$ cat src/gate_mode_map.svh
// Constants for the gate driver operating-mode state machine
// Function
// Saturation, overcurrent and permit falling edge are class A events.
// Class A sets its error flag; configuration stays untouched.
// Class A moves active to configured, weak active to verification, else holds.
// Class A notify pulses only when class A changes the mode.
// Secondary supply faults, verification timeout, optional third supply faults are class B.
// Class B starts regular turn-off, sets flag, enters error mode.
// Class B notify pulses only on entry into error mode.
// Class C errors are reported without any mode change.
// Per supply setting selects class B or class C reaction.
// Host must reconfigure after class B shutdown before enabling.
// Reset/ready pin is high whenever no reset event is active.
// Disabled state ignores turn-on and drives turn-off unless tristated.
// Enabled only in active or weak active; active state only in active.
// Reset or clear sticky in error mode enters default mode.
// Clear sticky with class B still present keeps error mode, clears stickies.
// Begin-configuration in error mode waits for class B to clear, no error.
// Configuring mode entered only by begin-configuration in default or error.
// Configured mode from finish-configuration or class A in active.
// Active mode only on permit rising edge in configured mode.
// Verification from begin-verification in configuring or class A in weak active.
// Configuring to verification starts watchdog; expiry is a class B event.
// Permit rising edge in verification enters weak active, watchdog keeps running.
// Turn-off reacts at once; notifies assert with the mode transition.
// Mode changes allowed during a fault; new notification may follow.
// Begin-configuration outside default or error is discarded with serial error.
// Begin-verification and finish-configuration outside configuring flag serial error.
// Current mode is always readable in the mode status field.
// Host reactivates after class A by driving permit low then high.
// Mode status field is the 3-bit mode index, zero to six.
// Coincident class A and B: error mode wins, safe turn-off kept.
`ifndef GATE_MODE_MAP_SVH
`define GATE_MODE_MAP_SVH
`define MODE_DEFAULT      3'h0
`define MODE_ERROR        3'h1
`define MODE_CONFIGURING  3'h2
`define MODE_CONFIGURED   3'h3
`define MODE_ACTIVE       3'h4
`define MODE_VERIFICATION 3'h5
`define MODE_WEAK_ACTIVE  3'h6
`define VMTO_TIME_US      1000
`define CLK_MHZ           25
`define VMTO_CYCLES       (`VMTO_TIME_US * `CLK_MHZ)
`endif

$ cat src/gate_mode_pkg.sv
// Types for the gate driver operating-mode state machine
package gate_mode_pkg;
  typedef enum logic [6:0] {
    default_mode      = 7'h01,
    error_mode        = 7'h02,
    configuring_mode  = 7'h04,
    configured_mode   = 7'h08,
    active_mode       = 7'h10,
    verification_mode = 7'h20,
    weak_active_mode  = 7'h40
  } mode_e;
  typedef enum logic [1:0] {
    turnoff_none    = 2'h0,
    turnoff_regular = 2'h1,
    turnoff_safe    = 2'h2
  } turnoff_e;
endpackage

$ cat src/gate_driver_mode_fsm.sv
// Operating-mode state machine of the isolated gate driver
`timescale 1ns/1ps
`default_nettype none
`include "gate_mode_map.svh"
module gate_driver_mode_fsm #(
  parameter int VMTO_CYCLES = `VMTO_CYCLES
) (
  // Clock and reset
  input  wire logic                   core_clk,
  input  wire logic                   rst,
  // Asynchronous event inputs
  input  wire logic                   reset_event,
  input  wire logic                   gate_permit,
  input  wire logic                   pwm_command_pin,
  input  wire logic                   collector_saturation_fault,
  input  wire logic                   overcurrent_fault,
  input  wire logic                   secondary_supply_undervoltage,
  input  wire logic                   secondary_supply_overvoltage,
  input  wire logic                   third_supply_undervoltage,
  input  wire logic                   third_supply_overvoltage,
  input  wire logic                   output_tristate,
  input  wire logic                   shoot_through_event,
  input  wire logic                   secondary_timeout_event,
  input  wire logic                   debounce_timeout_event,
  // Configuration bits
  input  wire logic                   uv2_class_b,
  input  wire logic                   ov2_class_b,
  input  wire logic                   uv3_class_b,
  input  wire logic                   ov3_class_b,
  // Command strobes from the serial decoder, same clock
  input  wire logic                   begin_configuration_cmd,
  input  wire logic                   begin_verification_cmd,
  input  wire logic                   finish_configuration_cmd,
  input  wire logic                   clear_sticky_request,
  // Mode and notification outputs
  output logic                        reset_ready_pin,
  output logic [2:0]                  mode_status_field,
  output logic                        enabled_state,
  output logic                        active_state,
  output logic                        fault_a_notify_pin,
  output logic                        fault_b_notify_pin,
  output logic                        gate_on,
  output logic                        weak_on,
  output gate_mode_pkg::turnoff_e     turnoff_req,
  output logic                        config_lock,
  // Error flags
  output logic                        collector_saturation_fault_error_flag,
  output logic                        ocp_error_flag,
  output logic                        permit_error_flag,
  output logic                        uv2_error_flag,
  output logic                        ov2_error_flag,
  output logic                        uv3_error_flag,
  output logic                        ov3_error_flag,
  output logic                        vmto_error_flag,
  output logic                        serial_error_flag,
  output logic                        shoot_through_error_flag,
  output logic                        output_tristate_error_flag,
  output logic                        secondary_timeout_flag,
  output logic                        debounce_timeout_flag
);
  import gate_mode_pkg::*;

  // ----------------------------------------------------------
  // Input synchronisation
  // ----------------------------------------------------------
  localparam int NIN = 13;
  logic [NIN-1:0] raw_in;
  logic [NIN-1:0] syn;
  assign raw_in = {reset_event, gate_permit, pwm_command_pin, collector_saturation_fault,
                   overcurrent_fault, secondary_supply_undervoltage, secondary_supply_overvoltage,
                   third_supply_undervoltage, third_supply_overvoltage, output_tristate,
                   shoot_through_event, secondary_timeout_event, debounce_timeout_event};
  sync2 #(.W(NIN)) u_sync (
    .core_clk (core_clk),
    .rst      (rst),
    .d        (raw_in),
    .q        (syn)
  );
  logic s_rst, s_en, s_pwm, s_collector_saturation_fault, s_ocp, s_uv2, s_ov2, s_uv3, s_ov3, s_tri, s_stp, s_o2to, s_dbto;
  assign {s_rst, s_en, s_pwm, s_collector_saturation_fault, s_ocp, s_uv2, s_ov2, s_uv3, s_ov3, s_tri, s_stp, s_o2to, s_dbto} = syn;

  // ----------------------------------------------------------
  // State
  // ----------------------------------------------------------
  typedef struct packed {
    mode_e        mode;
    logic         en_prev;
    logic         cfg_pending;
    logic         wd_run;
    logic [31:0]  wd_cnt;
    logic         vmto_evt;
    logic         rdy;
    logic         nfa;
    logic         nfb;
    logic         gon;
    logic         won;
    turnoff_e     toff;
    logic         lock;
    logic [12:0]  flags;
    logic [2:0]   stat;
    logic         ena;
    logic         act;
  } state_s;
  state_s st_q;
  state_s st_d;

  localparam logic [31:0] WD_LAST = 32'(VMTO_CYCLES - 1);

  logic ev_a;
  logic ev_b;
  logic b_cond;
  logic en_rise;
  logic en_fall;
  logic [12:0] set_f;

  function automatic logic [2:0] mode_index(input mode_e m);
    case (m)
      default_mode:      mode_index = `MODE_DEFAULT;
      error_mode:        mode_index = `MODE_ERROR;
      configuring_mode:  mode_index = `MODE_CONFIGURING;
      configured_mode:   mode_index = `MODE_CONFIGURED;
      active_mode:       mode_index = `MODE_ACTIVE;
      verification_mode: mode_index = `MODE_VERIFICATION;
      weak_active_mode:  mode_index = `MODE_WEAK_ACTIVE;
      default:           mode_index = `MODE_DEFAULT;
    endcase
  endfunction

  // ----------------------------------------------------------
  // Next state
  // ----------------------------------------------------------
  always_comb
  begin
    st_d     = st_q;
    en_rise  = s_en && !st_q.en_prev;
    en_fall  = !s_en && st_q.en_prev;
    ev_a     = s_collector_saturation_fault || s_ocp || en_fall;
    // Supply faults join class B only when configured so; else they stay class C
    b_cond   = (s_uv2 && uv2_class_b) || (s_ov2 && ov2_class_b)
             || (s_uv3 && uv3_class_b) || (s_ov3 && ov3_class_b);
    ev_b     = b_cond || st_q.vmto_evt;
    set_f    = {s_collector_saturation_fault, s_ocp, en_fall, s_uv2, s_ov2, s_uv3, s_ov3, st_q.vmto_evt,
                1'b0, s_stp, s_tri, s_o2to, s_dbto};

    st_d.en_prev  = s_en;
    st_d.nfa      = 1'b0;
    st_d.nfb      = 1'b0;
    st_d.vmto_evt = 1'b0;
    st_d.toff     = turnoff_none;
    st_d.rdy      = !s_rst;

    // Serial errors for commands outside their modes
    if (begin_configuration_cmd && !(st_q.mode == default_mode || st_q.mode == error_mode))
      set_f[4] = 1'b1;
    if ((begin_verification_cmd || finish_configuration_cmd) && st_q.mode != configuring_mode)
      set_f[4] = 1'b1;

    // Clear wins only where no event sets the same bit in this cycle
    if (clear_sticky_request)
      st_d.flags = set_f;
    else
      st_d.flags = st_q.flags | set_f;

    // Output stage reacts at once, in the same cycle as the mode change
    if (s_collector_saturation_fault || s_ocp)
      st_d.toff = turnoff_safe;
    else if (ev_a || ev_b)
      st_d.toff = turnoff_regular;

    case (st_q.mode)
      default_mode:
      begin
        if (begin_configuration_cmd)
          st_d.mode = configuring_mode;
      end
      error_mode:
      begin
        if (begin_configuration_cmd || st_q.cfg_pending)
        begin
          if (b_cond)
            st_d.cfg_pending = 1'b1;
          else
          begin
            st_d.cfg_pending = 1'b0;
            st_d.mode        = configuring_mode;
          end
        end
        else if (clear_sticky_request && !b_cond)
          st_d.mode = default_mode;
      end
      configuring_mode:
      begin
        if (finish_configuration_cmd)
          st_d.mode = configured_mode;
        else if (begin_verification_cmd)
        begin
          st_d.mode   = verification_mode;
          st_d.wd_run = 1'b1;
          st_d.wd_cnt = '0;
        end
      end
      configured_mode:
      begin
        if (en_rise && !ev_a)
          st_d.mode = active_mode;
      end
      active_mode:
      begin
        if (ev_a)
        begin
          st_d.mode = configured_mode;
          st_d.nfa  = 1'b1;
        end
      end
      verification_mode:
      begin
        if (en_rise && !ev_a)
          st_d.mode = weak_active_mode;
      end
      weak_active_mode:
      begin
        if (ev_a)
        begin
          st_d.mode = verification_mode;
          st_d.nfa  = 1'b1;
        end
      end
      default:
        st_d.mode = default_mode;
    endcase

    // Watchdog keeps counting across weak active, stops once both modes are left
    if (st_q.wd_run)
    begin
      if (st_q.mode != verification_mode && st_q.mode != weak_active_mode)
        st_d.wd_run = 1'b0;
      else if (st_q.wd_cnt == WD_LAST)
      begin
        st_d.wd_run   = 1'b0;
        st_d.vmto_evt = 1'b1;
      end
      else
        st_d.wd_cnt = st_q.wd_cnt + 32'h1;
    end

    // Class B overrides any class A move
    if (ev_b && st_q.mode != error_mode)
    begin
      st_d.mode        = error_mode;
      st_d.nfb         = 1'b1;
      st_d.nfa         = 1'b0;
      st_d.wd_run      = 1'b0;
      st_d.cfg_pending = 1'b0;
    end

    // Reset event forces default mode, flags kept for readback
    if (s_rst)
    begin
      st_d.mode        = default_mode;
      st_d.nfa         = 1'b0;
      st_d.nfb         = 1'b0;
      st_d.wd_run      = 1'b0;
      st_d.cfg_pending = 1'b0;
    end

    st_d.stat = mode_index(st_d.mode);
    st_d.ena  = st_d.mode == active_mode || st_d.mode == weak_active_mode;
    st_d.act  = st_d.mode == active_mode;
    st_d.lock = st_d.mode != configuring_mode;
    // Disabled or tristated stage never turns on
    st_d.gon  = st_d.act && s_pwm && !s_tri && st_d.toff == turnoff_none;
    st_d.won  = st_d.mode == weak_active_mode && s_pwm && !s_tri && st_d.toff == turnoff_none;
  end

  always_ff @(posedge core_clk or posedge rst)
  begin
    if (rst)
      st_q <= '{mode: default_mode, toff: turnoff_none, lock: 1'b1, default: '0};
    else
      st_q <= st_d;
  end

  // ----------------------------------------------------------
  // Outputs
  // ----------------------------------------------------------
  assign reset_ready_pin            = st_q.rdy;
  assign mode_status_field          = st_q.stat;
  assign enabled_state              = st_q.ena;
  assign active_state               = st_q.act;
  assign fault_a_notify_pin         = st_q.nfa;
  assign fault_b_notify_pin         = st_q.nfb;
  assign gate_on                    = st_q.gon;
  assign weak_on                    = st_q.won;
  assign turnoff_req                = st_q.toff;
  assign config_lock                = st_q.lock;
  assign collector_saturation_fault_error_flag           = st_q.flags[12];
  assign ocp_error_flag             = st_q.flags[11];
  assign permit_error_flag          = st_q.flags[10];
  assign uv2_error_flag             = st_q.flags[9];
  assign ov2_error_flag             = st_q.flags[8];
  assign uv3_error_flag             = st_q.flags[7];
  assign ov3_error_flag             = st_q.flags[6];
  assign vmto_error_flag            = st_q.flags[5];
  assign serial_error_flag          = st_q.flags[4];
  assign shoot_through_error_flag   = st_q.flags[3];
  assign output_tristate_error_flag = st_q.flags[2];
  assign secondary_timeout_flag     = st_q.flags[1];
  assign debounce_timeout_flag      = st_q.flags[0];
endmodule
`default_nettype wire

$ cat src/sync2.sv
// Two-flop synchroniser for a bus of asynchronous inputs
`timescale 1ns/1ps
`default_nettype none
module sync2 #(
  parameter int W = 1
) (
  input  wire logic         core_clk,
  input  wire logic         rst,
  input  wire logic [W-1:0] d,
  output logic      [W-1:0] q
);
  logic [W-1:0] meta_q;
  always_ff @(posedge core_clk or posedge rst)
  begin
    if (rst)
    begin
      meta_q <= '0;
      q      <= '0;
    end
    else
    begin
      meta_q <= d;
      q      <= meta_q;
    end
  end
endmodule
`default_nettype wire

$ cat config.mk
export PLATFORM = sky130hd
export DESIGN_NAME = gate_driver_mode_fsm
export DESIGN_NICKNAME = d
export VERILOG_FILES = /design/src/gate_mode_pkg.sv /design/src/gate_driver_mode_fsm.sv /design/src/sync2.sv
export VERILOG_INCLUDE_DIRS = /design/src /design/src/src
export SDC_FILE = /design/constraint.sdc
export NUM_CORES = 1
export LEC_CHECK = 0
export BUFFER_PORTS_ARGS = -buffer_cell sky130_fd_sc_hd__buf_2
export CORE_UTILIZATION = 57
export CTS_CLUSTER_SIZE = 28
export DETAILED_ROUTE_END_ITERATION = 10
export PLACE_DENSITY = 0.79
export SLEW_MARGIN = 20
export SYNTH_ARGS = -nofsm -noshare
export SYNTH_HDL_FRONTEND = slang
export SYNTH_SLANG_ARGS = --single-unit
$ cat constraint.sdc
create_clock -name core_clk -period 3.1 [get_ports core_clk]
set_input_delay 0.31 -clock core_clk [delete_from_list [all_inputs] [get_ports core_clk]]
set_output_delay 0.31 -clock core_clk [all_outputs]
set_load 0.02 [all_outputs]
==> results.json <==
{
  "cts_made_buffers": 9,
  "place_hpwl_um": 5660,
  "worstMarginPinSlew_ps": 695,
  "layout_commonest_cell": "dfrtp_1",
  "avgSynthCellArea_um2": 10.8,
  "ioPinCount": 49,
  "netlist_instances": 378,
  "place_area_mm2": 0.00441,
  "syn_to_final_growth_pct": 13.1,
  "critPathTopFamily": "simple AND/OR/NAND/NOR gates",
  "synth-edff-count": 0,
  "synth_top_area_share_pct": 56.9,
  "ir_worst_vdd_mv": 0.427,
  "finalPower_mw": 2.78,
  "drv_slew": 0,
  "ctsHtreeMaxLevel": 3,
  "fin_crit_ps": 2450,
  "p_clk_share_pct": 29.1,
  "drv_cap": 0,
  "finish.instance_area_mm2": 0.00462,
  "rows": 30,
  "clock_path_buffers": 2,
  "critical-path-max-stage-delay_ps": 700,
  "cpMostUsedCell": "or4_1",
  "start_util_pct": 59.5,
  "cts.sinks": 95,
  "crit_required_ps": 3390,
  "combPwrFrac_pct": 16.6,
  "place.gp.congestion": 0.879,
  "fillers": 532,
  "synth_area_leader_cell": "dfrtp_1",
  "dr_total_vias": 3159,
  "grt_usage_pct": 23.8,
  "hold_class": "input pin to flip-flop",
  "path_clk_slew_ps": 110,
  "worst_path_max_delay_cell": "or4_1",
  "ys_warn_count": 0,
  "synth_nets": 402,
  "cts.repair.resized": 0,
  "clkLatencyLatePin_ps": 370,
  "gr-total-overflow": 0,
  "vias_per_cell": 5.99,
  "power.density_mw_per_mm2": 601,
  "postRouteAntennaNets": 0,
  "post-route-period-util_pct": 78.9,
  "synth.distinct_cells": 54,
  "drc_errors": 0,
  "post_drt_wl_per_cell_um": 15.2,
  "cts_tree": "done",
  "maxSlewHeadroom_pct": 52.5,
  "end_kind": "flip-flop",
  "p_int_mw": 1.87,
  "drt_iter0_drc": 288,
  "yosys_register_bits": 95,
  "n_antenna_cell": 0,
  "status": "completed",
  "crit_type": "flip-flop to flip-flop",
  "drive_above_1_share_pct": 17.9,
  "fin_skew_ps": 12.8,
  "critPathMaxFanout": 18,
  "seq_power_share_pct": 54.3,
  "cp-start-kind": "flip-flop",
  "setup_tns_ps": 0,
  "max_freq_ghz": 0.409,
  "rsz0062_at_grt": "false",
  "synth_flop_cell": "dfrtp_1",
  "setup_viol": 0,
  "synthArstFlopShare_pct": 100,
  "hold_violations": 0,
  "final_cell_mix": "dfrtp_1 (93), buf_2 (48), nand2_1 (33)",
  "die_area_mm2": 0.00751,
  "cts-root-buf": "clkbuf_8",
  "place.port_buffers": 48,
  "nets": 450,
  "grt_max_degree": 64,
  "leakage_nw": 1.99,
  "netlist_area_mm2": 0.00409,
  "antenna_found_initial": 0,
  "cp_num_buf_inv": 0,
  "swShare_pct": 32.6,
  "seq_area_frac_synth_pct": 58.2,
  "grt_pass1_wl_um": 13600,
  "p_sw_mw": 0.905,
  "die_width_um": 86.7,
  "synth.top_cells.by_area": "dfrtp_1 (57%), nand2_1 (3.0%), nand3_1 (2.7%)",
  "drt_first_pass_iters": 5,
  "worstPathCellList": "or4_1 > nor3_4 > o2111ai_4 > or4_1 > a21oi_1",
  "grt_pass1_vias": 2895,
  "core_mm2": 0.00687,
  "routed_wl_um": 8010,
  "critical_path_arrival_ps": 2730,
  "die_h_um": 86.7
}
[area by class of cell]
class | instances | area (um^2) | share of cell area, %
multi-input combinational | 256 | 1580 | 34.3
tap | 96 | 120 | 2.60
timing repair buffer | 53 | 293 | 6.33
sequential | 95 | 2380 | 51.5
clock buffer | 9 | 124 | 2.68
inverter | 11 | 42.5 | 0.920
clock inverter | 7 | 81.3 | 1.76
[cells in the mapped netlist, drive strengths merged, types with 3 or more instances]
master / n
dfrtp: 93
nand2: 33
nor2: 26
nand3: 22
nor3: 16
o21ai: 15
a21o: 13
inv: 11
o211ai: 11
a31oi: 10
nand4: 10
a21oi: 9
and3: 9
buf: 8
clkbuf: 8
nor4: 8
nor2b: 6
xor2: 6
o31ai: 5
or4: 5
a22oi: 4
mux2i: 4
and2: 3
o22ai: 3
xnor2: 3
[power by group through the flow]
stage / Clock [mW] / Sequential (mW) / Combinational, mW
finish: 0.809 / 1.51 / 0.460
global route: 0.886 / 1.53 / 0.515
CTS: 0.827 / 1.50 / 0.460
detailed placement: 0 / 1.53 / 0.457
global placement: 0 / 1.52 / 0.442
floorplan: 0 / 1.51 / 0.340
[registers in the layout, summed over array words and instances, names as in the netlist, 2 cells and up]
name               flops
st_q                  42
u_sync.meta_q         13
u_sync.q              13
mode_status_field      3
turnoff_req            2
[metal layers]
metal / GRT usage [%] / up-vias / share of wire, %
met5: 0 / - / 0
met3: 6.48 / 14 / 6.3
met1: 32.6 / 1523 / 45
li1: - / 1493 / -
met4: 7.73 / 0 / 1.3
met2: 37.0 / 129 / 47
[cells by family (layout without fill, tap and decap cells)]
kind of cell / after synthesis / after routing / synth area share (%)
compound gates: 87 / 87 / 15.1
xor+xnor: 9 / 9 / 1.93
fa+ha+maj: 1 / 1 / 0.306
buf+inv: 27 / 80 / 3.03
flops: 95 / 95 / 58.2
mux: 4 / 4 / 0.980
simple gates: 155 / 155 / 20.4
[worst register-to-register path, delay by kind of cell, from the launching register on]
kind            cells  cell delay, ps
compound gates      2             460
flops               1             440
simple gates        3            1470
[worst paths after layout]
path | slack (ps) | end | start | cells past startpoint
setup / recovery | 650 | st_q[37] | st_q[63] | 5
hold / removal | 40 | u_sync.meta_q[6] | secondary_supply_overvoltage | 1
setup reg to reg | 650 | st_q[37] | st_q[63] | 5
hold reg to reg | 350 | u_sync.q[10] | u_sync.meta_q[10] | 0
max in group asynchronous | 1840 | st_q[62] | rst | 4
min in group asynchronous | 510 | u_sync.meta_q[2] | rst | 3
[timing repair]
item                                    in CTS  in global routing
endpoints found under the hold margin       32                  0
endpoints found under the setup margin       0                  0
setup buffers                                0                  0
hold buffers                                 1                  0
[stage by stage]
stage	utilization [%]	hold WS (ps)	instances	setup slack, ps
5_1_grt	67.3	13.0	527	499
3_5_place_dp	64.2	336	510	678
6_report	67.3	35.6	527	653
3_3_place_gp	64.2	332	510	750
2_1_floorplan	-	331	378	316
4_1_cts	67.3	23.8	527	662
Power figures use the tool's default switching activity.
